[config.mk]
export PLATFORM = sky130hd
export DESIGN_NAME = drive_start_stop_sequencer
export DESIGN_NICKNAME = d
export VERILOG_FILES = /design/src/shared/drive_seq_pkg.sv /design/src/logic/drive_start_stop_sequencer.sv /design/src/logic/drive_seq_sync.sv
export VERILOG_INCLUDE_DIRS = /design/src /design/src/shared
export SDC_FILE = /design/constraint.sdc
export NUM_CORES = 1
export LEC_CHECK = 0
export BUFFER_PORTS_ARGS = -buffer_cell sky130_fd_sc_hd__buf_4
export CORE_ASPECT_RATIO = 0.9
export CORE_MARGIN = 2
export CORE_UTILIZATION = 45
export DETAILED_ROUTE_END_ITERATION = 6
export GPL_TIMING_DRIVEN = 0
export PLACE_DENSITY_LB_ADDON = 0.25
export SETUP_SLACK_MARGIN = 0.4
export SYNTH_ARGS = -nofsm -noshare
export SYNTH_HDL_FRONTEND = slang
export SYNTH_SLANG_ARGS = --single-unit
[constraint.sdc]
create_clock -name CLK -period 9.2 [get_ports CLK]
set_input_delay 0.46 -clock CLK [delete_from_list [all_inputs] [get_ports CLK]]
set_output_delay 0.46 -clock CLK [all_outputs]
set_load 0.1 [all_outputs]
[src/shared/drive_seq_defines.svh]
`ifndef DRIVE_SEQ_DEFINES_SVH
`define DRIVE_SEQ_DEFINES_SVH
// register offsets (word index on the plain port)
`define OFS_MACRO        4'h0
`define OFS_LATCH        4'h1
`define OFS_CATCH        4'h2
`define OFS_SCALE        4'h3
`define OFS_ROUTE        4'h4
`define OFS_CONTROL      4'h5
`define OFS_STATUS       4'h6
`define OFS_MEAS_SPEED   4'h7
// reset values
`define RST_MACRO        3'h0
`define RST_LATCH        1'h0
`define RST_CATCH        2'h0
`define RST_SCALE        7'h0a
`define RST_ROUTE_A      3'h0
`define RST_ROUTE_B      3'h1
`define RST_ROUTE_C      3'h2
// route field positions in the routing register
`define ROUTE_A_LSB      0
`define ROUTE_B_LSB      4
`define ROUTE_C_LSB      8
// timing
`define CLK_NS           8
`define CATCH_TEST_MS    250
`define CATCH_TEST_CYC   ((`CATCH_TEST_MS * 1000000) / `CLK_NS)
`endif

[src/shared/drive_seq_pkg.sv]
`default_nettype none
package drive_seq_pkg;
   // destination codes for a command terminal
   typedef enum logic [2:0] {
      DEST_NONE   = 3'h0,
      DEST_FWD    = 3'h1,
      DEST_REV    = 3'h2,
      DEST_RUN    = 3'h3,
      DEST_DIR    = 3'h4,
      DEST_PERMIT = 3'h5
   } dest_t;
   typedef enum logic [2:0] {
      VM_OTHER   = 3'h0,
      VM_EACH_EN = 3'h1,
      VM_EACH_RUN= 3'h2
   } vmode_t;
   typedef enum logic [4:0] {
      ST_STOP  = 5'b00001,
      ST_TEST  = 5'b00010,
      ST_LOAD  = 5'b00100,
      ST_ZERO  = 5'b01000,
      ST_RUN   = 5'b10000
   } sst_t;
endpackage : drive_seq_pkg
`default_nettype wire

[src/logic/drive_start_stop_sequencer.sv]
// What this block does
// - macro 0..3 keeps overwriting terminal routes and latch enable
// - macro 4 leaves routes and latch enable to software
// - new macro routing applies only after a drive reset
// - macros 0,1: b fwd, c rev; 1 adds a permit, latched
// - macros 2,3: b run, c direction; 3 adds a permit, latched
// - latched: no run without active run permit
// - latched: permit loss clears the latched run and stops
// - catch off: start output at zero and ramp
// - catch on, open loop: run speed test, then start at measured speed, or at zero if the measured direction is not selected
// - skip test from stop state, each-run voltage mode, or first enable in each-enable voltage mode
// - test lasts about 250ms, longer for long rotor time constant
// - test drives rated magnetising current
// - catch select: 0 off, 1 all, 2 positive, 3 negative
// - closed loop, catch clear: reference starts at zero
// - closed loop, catch set: reference preloaded with speed
// - scaling drives detection in open loop or feedback 1 or 3
`timescale 1ns/1ps
`default_nettype none
`include "drive_seq_defines.svh"
module drive_start_stop_sequencer
   import drive_seq_pkg::*;
#(
   parameter int unsigned TEST_CYC   = `CATCH_TEST_CYC,
   parameter int unsigned SPEED_W    = 16
) (
   // clock and reset
   input  wire logic               CLK,
   input  wire logic               RST,
   // register port
   input  wire logic [3:0]         ADDR,
   input  wire logic [31:0]        WDATA,
   input  wire logic               WR,
   input  wire logic               RD,
   output logic      [31:0]        RDATA,
   // command terminals (pins)
   input  wire logic               COMMAND_TERMINAL_A,
   input  wire logic               COMMAND_TERMINAL_B,
   input  wire logic               COMMAND_TERMINAL_C,
   // drive status from the motor side
   input  wire logic               CLOSED_LOOP,
   input  wire logic [1:0]         FEEDBACK_MODE_SELECT,
   input  wire logic [2:0]         VOLTAGE_MODE_SELECT,
   input  wire logic               LONG_ROTOR_TC,
   input  wire logic               STOP_STATE,
   input  wire logic [SPEED_W-1:0] MEASURED_SPEED,
   input  wire logic               MEASURED_NEG,
   // drive outputs
   output logic                    RUN_ENABLE,
   output logic                    RUN_REVERSE,
   output logic                    CATCH_TEST_ACTIVE,
   output logic                    MAGNETISE_RATED,
   output logic                    PRELOAD_VALID,
   output logic      [SPEED_W-1:0] POST_RAMP_REFERENCE,
   output logic      [6:0]         DETECT_SCALING
);
   logic [2:0] macro_q, macro_live_q;
   logic       latch_q;
   logic [1:0] catch_q;
   logic [6:0] scale_q;
   logic [2:0] route_a_q, route_b_q, route_c_q;
   logic       first_en_q, latch_run_q;
   logic [31:0] tcnt_q;
   sst_t       st_q, st_d;
   logic       ta, tb, tc;

   drive_seq_sync u_sa (.CLK(CLK), .RST(RST), .pin(COMMAND_TERMINAL_A), .level(ta));
   drive_seq_sync u_sb (.CLK(CLK), .RST(RST), .pin(COMMAND_TERMINAL_B), .level(tb));
   drive_seq_sync u_sc (.CLK(CLK), .RST(RST), .pin(COMMAND_TERMINAL_C), .level(tc));

   // register decode
   wire wr_macro = WR && ADDR == `OFS_MACRO;
   wire wr_latch = WR && ADDR == `OFS_LATCH;
   wire wr_catch = WR && ADDR == `OFS_CATCH;
   wire wr_scale = WR && ADDR == `OFS_SCALE;
   wire wr_route = WR && ADDR == `OFS_ROUTE;
   wire wr_ctrl  = WR && ADDR == `OFS_CONTROL;
   wire macro_fixed = macro_live_q <= 3'h3;
   wire soft_reset  = wr_ctrl && WDATA[0];

   // macro tables
   wire [2:0] m_a = macro_live_q[0] ? DEST_PERMIT : DEST_NONE;
   wire [2:0] m_b = macro_live_q[1] ? DEST_RUN : DEST_FWD;
   wire [2:0] m_c = macro_live_q[1] ? DEST_DIR : DEST_REV;
   wire       m_l = macro_live_q[0];

   // terminal routing to commands
   function automatic logic hit(input logic [2:0] r, input logic [2:0] d, input logic v);
      hit = (r == d) && v;
   endfunction
   wire c_fwd = hit(route_a_q, DEST_FWD, ta) | hit(route_b_q, DEST_FWD, tb) | hit(route_c_q, DEST_FWD, tc);
   wire c_rev = hit(route_a_q, DEST_REV, ta) | hit(route_b_q, DEST_REV, tb) | hit(route_c_q, DEST_REV, tc);
   wire c_run = hit(route_a_q, DEST_RUN, ta) | hit(route_b_q, DEST_RUN, tb) | hit(route_c_q, DEST_RUN, tc);
   wire c_dir = hit(route_a_q, DEST_DIR, ta) | hit(route_b_q, DEST_DIR, tb) | hit(route_c_q, DEST_DIR, tc);
   wire c_prm = hit(route_a_q, DEST_PERMIT, ta) | hit(route_b_q, DEST_PERMIT, tb)
              | hit(route_c_q, DEST_PERMIT, tc);
   wire run_req  = c_fwd | c_rev | c_run;
   wire rev_req  = c_rev | (c_run & c_dir);
   // latched: a run press with permit present sets the latch, permit loss clears it
   wire run_cmd  = latch_q ? (latch_run_q | run_req) & c_prm : run_req;
   wire start    = run_cmd && !RUN_ENABLE;
   wire open_loop = !CLOSED_LOOP;
   wire skip_test = STOP_STATE
                  | (VOLTAGE_MODE_SELECT == VM_EACH_RUN)
                  | (VOLTAGE_MODE_SELECT == VM_EACH_EN && first_en_q);
   wire dir_ok = catch_q == 2'h1 || (catch_q == 2'h2 && !MEASURED_NEG)
               || (catch_q == 2'h3 && MEASURED_NEG);
   wire [31:0] test_len = LONG_ROTOR_TC ? TEST_CYC * 2 : TEST_CYC;

   always_ff @(posedge CLK) begin
      if (RST) begin
         macro_q <= `RST_MACRO;
         macro_live_q <= `RST_MACRO;
      end else begin
         // whole word compared so that high garbage bits cannot alias a legal macro
         if (wr_macro && WDATA <= 32'h0000_0004)
            macro_q <= WDATA[2:0];
         if (soft_reset)
            macro_live_q <= macro_q;
      end
   end

   always_ff @(posedge CLK) begin
      if (RST) begin
         latch_q   <= `RST_LATCH;
         route_a_q <= `RST_ROUTE_A;
         route_b_q <= `RST_ROUTE_B;
         route_c_q <= `RST_ROUTE_C;
      end else if (macro_fixed) begin
         latch_q   <= m_l;
         route_a_q <= m_a;
         route_b_q <= m_b;
         route_c_q <= m_c;
      end else begin
         if (wr_latch)
            latch_q <= WDATA[0];
         if (wr_route) begin
            route_a_q <= WDATA[`ROUTE_A_LSB +: 3];
            route_b_q <= WDATA[`ROUTE_B_LSB +: 3];
            route_c_q <= WDATA[`ROUTE_C_LSB +: 3];
         end
      end
   end

   always_ff @(posedge CLK) begin
      if (RST) begin
         catch_q <= `RST_CATCH;
         scale_q <= `RST_SCALE;
      end else begin
         if (wr_catch)
            catch_q <= WDATA[1:0];
         if (wr_scale && WDATA <= 32'h0000_0064)
            scale_q <= WDATA[6:0];
      end
   end

   always_ff @(posedge CLK) begin
      if (RST)
         latch_run_q <= 1'b0;
      else if (!c_prm || !latch_q)
         latch_run_q <= 1'b0;
      else if (run_req)
         latch_run_q <= 1'b1;
   end

   // start sequence
   always_comb begin
      st_d = st_q;
      case (st_q)
         ST_STOP: begin
            if (start) begin
               if (catch_q == 2'h0 || (skip_test && open_loop))
                  st_d = ST_ZERO;
               else if (open_loop)
                  st_d = ST_TEST;
               else
                  st_d = ST_LOAD;
            end
         end
         ST_TEST: begin
            if (!run_cmd)
               st_d = ST_STOP;
            else if (tcnt_q + 32'h0000_0001 >= test_len)
               st_d = dir_ok ? ST_LOAD : ST_ZERO;
         end
         ST_LOAD, ST_ZERO: st_d = run_cmd ? ST_RUN : ST_STOP;
         ST_RUN: begin
            if (!run_cmd)
               st_d = ST_STOP;
         end
         default: st_d = ST_STOP;
      endcase
   end

   always_ff @(posedge CLK) begin
      if (RST) begin
         st_q       <= ST_STOP;
         tcnt_q     <= 32'h0000_0000;
         first_en_q <= 1'b1;
      end else begin
         st_q   <= st_d;
         tcnt_q <= (st_q == ST_TEST) ? tcnt_q + 32'h0000_0001 : 32'h0000_0000;
         if (start)
            first_en_q <= 1'b0;
      end
   end

   // outputs
   always_ff @(posedge CLK) begin
      if (RST) begin
         RUN_ENABLE          <= 1'b0;
         RUN_REVERSE         <= 1'b0;
         CATCH_TEST_ACTIVE   <= 1'b0;
         MAGNETISE_RATED     <= 1'b0;
         PRELOAD_VALID       <= 1'b0;
         POST_RAMP_REFERENCE <= '0;
         DETECT_SCALING      <= `RST_SCALE;
      end else begin
         RUN_ENABLE        <= (st_d != ST_STOP);
         RUN_REVERSE       <= rev_req;
         CATCH_TEST_ACTIVE <= (st_d == ST_TEST);
         MAGNETISE_RATED   <= (st_d == ST_TEST);
         PRELOAD_VALID     <= (st_d == ST_LOAD) || (st_d == ST_ZERO);
         if (st_d == ST_LOAD)
            POST_RAMP_REFERENCE <= MEASURED_SPEED;
         else if (st_d == ST_ZERO)
            POST_RAMP_REFERENCE <= '0;
         DETECT_SCALING <= (open_loop || FEEDBACK_MODE_SELECT == 2'h1
                           || FEEDBACK_MODE_SELECT == 2'h3) ? scale_q : 7'h00;
      end
   end

   // read port
   logic [31:0] rmux;
   always_comb begin
      case (ADDR)
         `OFS_MACRO:      rmux = {29'h0, macro_q};
         `OFS_LATCH:      rmux = {31'h0, latch_q};
         `OFS_CATCH:      rmux = {30'h0, catch_q};
         `OFS_SCALE:      rmux = {25'h0, scale_q};
         `OFS_ROUTE:      rmux = {21'h0, route_c_q, 1'b0, route_b_q, 1'b0, route_a_q};
         `OFS_STATUS:     rmux = {24'h0, macro_live_q, st_q};
         `OFS_MEAS_SPEED: rmux = 32'(POST_RAMP_REFERENCE);
         default:         rmux = 32'h0000_0000;
      endcase
   end
   always_ff @(posedge CLK) begin
      if (RST)
         RDATA <= 32'h0000_0000;
      else
         RDATA <= RD ? rmux : 32'h0000_0000;
   end

   property p_macro_route;
      @(posedge CLK) disable iff (RST) macro_fixed |=> latch_q == $past(m_l);
   endproperty
   a_macro_route: assert property (p_macro_route) else $error("latch not forced");
   property p_user;
      @(posedge CLK) disable iff (RST) !macro_fixed && !wr_latch |=> latch_q == $past(latch_q);
   endproperty
   a_user: assert property (p_user) else $error("latch changed in user mode");
   property p_reset_apply;
      @(posedge CLK) disable iff (RST) !soft_reset |=> $stable(macro_live_q);
   endproperty
   a_reset_apply: assert property (p_reset_apply) else $error("macro applied early");
   property p_permit;
      @(posedge CLK) disable iff (RST) latch_q && !c_prm && st_q == ST_STOP |=> !RUN_ENABLE;
   endproperty
   a_permit: assert property (p_permit) else $error("ran without permit");
   property p_drop;
      @(posedge CLK) disable iff (RST) latch_q && !c_prm |=> !latch_run_q;
   endproperty
   a_drop: assert property (p_drop) else $error("latch kept");
   property p_zero;
      @(posedge CLK) disable iff (RST) st_q == ST_STOP && start && catch_q == 2'h0 |=> POST_RAMP_REFERENCE == '0;
   endproperty
   a_zero: assert property (p_zero) else $error("no zero start");
   property p_test;
      @(posedge CLK) disable iff (RST) st_q == ST_STOP && start && open_loop && catch_q != 2'h0 && !skip_test
         |=> CATCH_TEST_ACTIVE && MAGNETISE_RATED;
   endproperty
   a_test: assert property (p_test) else $error("test not started");
   property p_len;
      @(posedge CLK) disable iff (RST) st_q == ST_TEST |-> tcnt_q < test_len;
   endproperty
   a_len: assert property (p_len) else $error("test too long");
   c_test: cover property (@(posedge CLK) CATCH_TEST_ACTIVE ##1 PRELOAD_VALID);
   c_latch: cover property (@(posedge CLK) latch_run_q ##1 !latch_run_q);
   c_user: cover property (@(posedge CLK) macro_live_q == 3'h4 && wr_route);
endmodule : drive_start_stop_sequencer
`default_nettype wire

[src/logic/drive_seq_sync.sv]
`timescale 1ns/1ps
`default_nettype none
// two-flop synchroniser for one pin
module drive_seq_sync (
   input  wire logic CLK,
   input  wire logic RST,
   input  wire logic pin,
   output logic      level
);
   logic meta_q;
   always_ff @(posedge CLK) begin
      if (RST) begin
         meta_q <= 1'b0;
         level  <= 1'b0;
      end else begin
         meta_q <= pin;
         level  <= meta_q;
      end
   end
endmodule : drive_seq_sync
`default_nettype wire

==> impl_metrics.csv <==
group,metric,value,unit
worst_setup_path,cp_max_fo,10,
clocking,numCtsBuffers,17,
run_status,status,"complete, no violations",
place,routabilityCongestion,0.8578,
final_layout,fin_nets,823,
clocking,cts_root_buf,"clkbuf_16",
worst_setup_path,required,9.56,ns
clocking,worst_skew_pair.late_latency,0.41,ns
synthesis,ys_warn_count,0,
pwr,power_density,175.7,nW/um^2
final_layout,utilization,59.66,%
final_layout,stdcell_count,910,
clocking,cts_hold_buffers,0,
sta,max_freq,240.0,MHz
sta,slew_headroom,29.29,%
grt,grt_pass1_vias,4596,
grt,track_usage,22.24,%
synthesis,synth_edf_count,0,
synthesis,syn_inst,600,
route,drcViolationCount,0,
clocking,clk_pin_slew_worst_paths,0.05,ns
clocking,cts_buffer_depth,2,
place,dpl.cell_count,881,
route,wl_per_cell,15.82,um
synthesis,yosysUniqueCellTypes,81,
clocking,clock_sinks,113,
synthesis,synth_seq_area_share,40.67,%
final_layout,area_delta_synth_final,29.51,%
pwr,power_frac_clock,52.6,%
floorplanning,die_area,13270,sq um
route,drt_iter0_drc,372,
pwr,irDropWorstVdd,0.0001536,V
clocking,htree_num_levels,4,
pwr,power_frac_seq,39.2,%
place,pre_cts_ws,5.070,ns
sta,timing.final.crit_share,45.28,%
grt,antenna_found_initial,0,
synthesis,synth.cell_area,5563,sq um
sta,min_period,4.166,ns
clocking,tritoncts,"built",
synthesis,avgSynthCellArea,9.271,sq um
final_layout,layout_commonest_cell,"buf_4",
sta,timing.final.ws_setup,5.034,ns
route,dr_total_vias,4922,
pwr,combPwrFrac,8.3,%
route,dr.pass1.iters,5,
worst_setup_path,crit_arrival,4.52,ns
floorplanning,boundaryPins,128,
sta,finalSetupTns,0,ns
worst_setup_path,cp-start-kind,"flip-flop",
floorplanning,core,12080,sq um
sta,hold_violations,0,
route,ant_nets,0,
final_layout,fill_cells,1051,
place,port_buffers,106,
sta,worst_pin_slew,1.053,ns
pwr,swShare,22.36,%
grt,grt_overflow_total,0,
clocking,cts_setup_buffers,0,
sta,drv_slew,0,
worst_setup_path,criticalPathCategory,"flip-flop to flip-flop",
floorplanning,die_w,121.2,um
worst_setup_path,crit_chain,"ha_1, nand3_1, nor4_1, nand3_1, xnor2_1, ha_1, o21ai_0, o32ai_1, a311oi_2, o21a_2, a211oi_4, o31ai_2, buf_6, a22o_1",
synthesis,synth_async_sr_flop_share,0,%
sta,fin_skew,0.006268,ns
route,wirelength,14.40,mm
pwr,p_sw,0.2831,mW
synthesis,synth_flop_cell,"dfxtp_1",
worst_setup_path,slowest_delay,0.60,ns
final_layout,layout_common_cells,"buf_4, dfxtp_1, nand2_1, nor2_1, nor2b_1",
pwr,p_leak,2.998,nW
worst_setup_path,end_kind,"flip-flop",
floorplanning,die_height,109.5,um
grt,grt_max_degree,17,
sta,rsz0062_at_grt,"no",
hold_path,hold_class,"primary input to flip-flop",
job,max_cap_violations,0,
final_layout,drive_above_1_share,25.33,%
place,dpl.hpwl,10.90,mm
grt,grt_pass1_wl,22.94,mm
route,avgViaCountPerCell,5.409,
clocking,cts_resized,0,
floorplanning,initial_core_util,46.06,%
floorplanning,num_rows,38,
worst_setup_path,slowest_stage,"o31ai_2",
synthesis,synth_seq_cells,113,
pwr,p_int,0.9830,mW
sta,finalSetupViolations,0,
final_layout,insertedDiodeCount,0,
## flip-flops by register name, indices dropped and copies added, names as in the netlist, 3 cells and up
name,cells
DETECT_SCALING,7
POST_RAMP_REFERENCE,16
RDATA,16
macro_live_q,3
macro_q,3
route_a_q,3
route_b_q,3
route_c_q,3
scale_q,7
st_q,5
tcnt_q,32
## Yosys cell counts, types with 8 or more instances
cell,n,area share (%)
and3_1,10,1.1
nor3_1,8,0.72
nor2_1,46,3.1
xnor2_1,21,3.3
and2_1,8,0.90
nor4_1,14,1.6
dfxtp_1,113,41
nand4_1,11,1.2
buf_4,17,2.3
a22o_1,17,2.7
ha_1,15,3.4
a22oi_1,16,2.2
nand2_1,54,3.6
clkbuf_1,17,1.1
nand3_1,14,1.3
mux2i_1,18,3.2
a31oi_1,11,1.2
a21oi_1,13,1.2
nor2b_1,26,2.9
o21ai_0,13,1.2
inv_1,16,1.1
xor2_1,15,2.4
## stage by stage
stage / total power, mW / hold slack [ns] / cell area [sq um]
global route: 1.301 / 0.2604 / 7204
finish: 1.266 / 0.2598 / 7204
CTS: 1.271 / 0.2494 / 7204
global placement: 0.6080 / 0.4229 / 6615
floorplan: 0.5740 / 0.4138 / 5619
detailed placement: 0.6093 / 0.4274 / 6615
## final timing paths
| kind | from | endpoint | slack, ns | cells past startpoint |
|---|---|---|---|---|
| max | tcnt_q[0] | POST_RAMP_REFERENCE[9] | 5.03 | 14 |
| min | COMMAND_TERMINAL_C | u_sc.meta_q | 0.26 | 2 |
| max reg2reg | tcnt_q[0] | POST_RAMP_REFERENCE[9] | 5.03 | 14 |
| min reg2reg | u_sc.meta_q | u_sc.level | 0.44 | 1 |
## power groups by stage
stage,logic [mW],registers (mW),clock network [mW]
final,0.105,0.496,0.665
after floorplan,0.0609,0.513,0
after global placement,0.102,0.506,0
after detailed placement,0.103,0.506,0
after global routing,0.111,0.496,0.695
after CTS,0.104,0.496,0.671
## logic make-up (layout without fill, tap and decap cells)
kind of cell	Yosys count	count (layout)	share of synthesized area, %
XOR/XNOR	36	36	5.668
adder cells (fa/ha/maj)	15	15	3.374
multiplexers	20	20	3.644
AO/OA/AOI/OAI	113	113	15.41
other	1	16	0.06741
flip-flops	113	113	40.67
AND/OR/NAND/NOR	243	243	24.92
buffers and inverters	59	194	6.253
## worst max-delay path, delay by kind of cell (launching register included)
family          cells  cell delay [ns]
compound gates      7             1.76
simple gates        3             0.95
fa+ha+maj           2             0.55
flops               1             0.40
buf+inv             1             0.23
xor+xnor            1             0.20
## final cells by class
class	instances	area (sq um)	share of cell area [%]
Tap cell	160	200.2	2.779
Inverter	16	60.06	0.8336
Sequential cell	113	2262	31.40
Multi-Input combinational cell	443	3009	41.77
Buffer	43	287.8	3.994
Clock inverter	7	135.1	1.876
Clock buffer	22	454.2	6.304
Timing Repair Buffer	106	795.8	11.05
## metal layers
layer / vias to the layer above / GRT usage, % / routed length [um]
li1: 2418 / - / -
met1: 2317 / 31.37 / 7027
met2: 177 / 34.07 / 6307
met3: 10 / 4.927 / 912
met4: 0 / 6.814 / 150
met5: - / 0 / 0
Power figures use the tool's default switching activity.
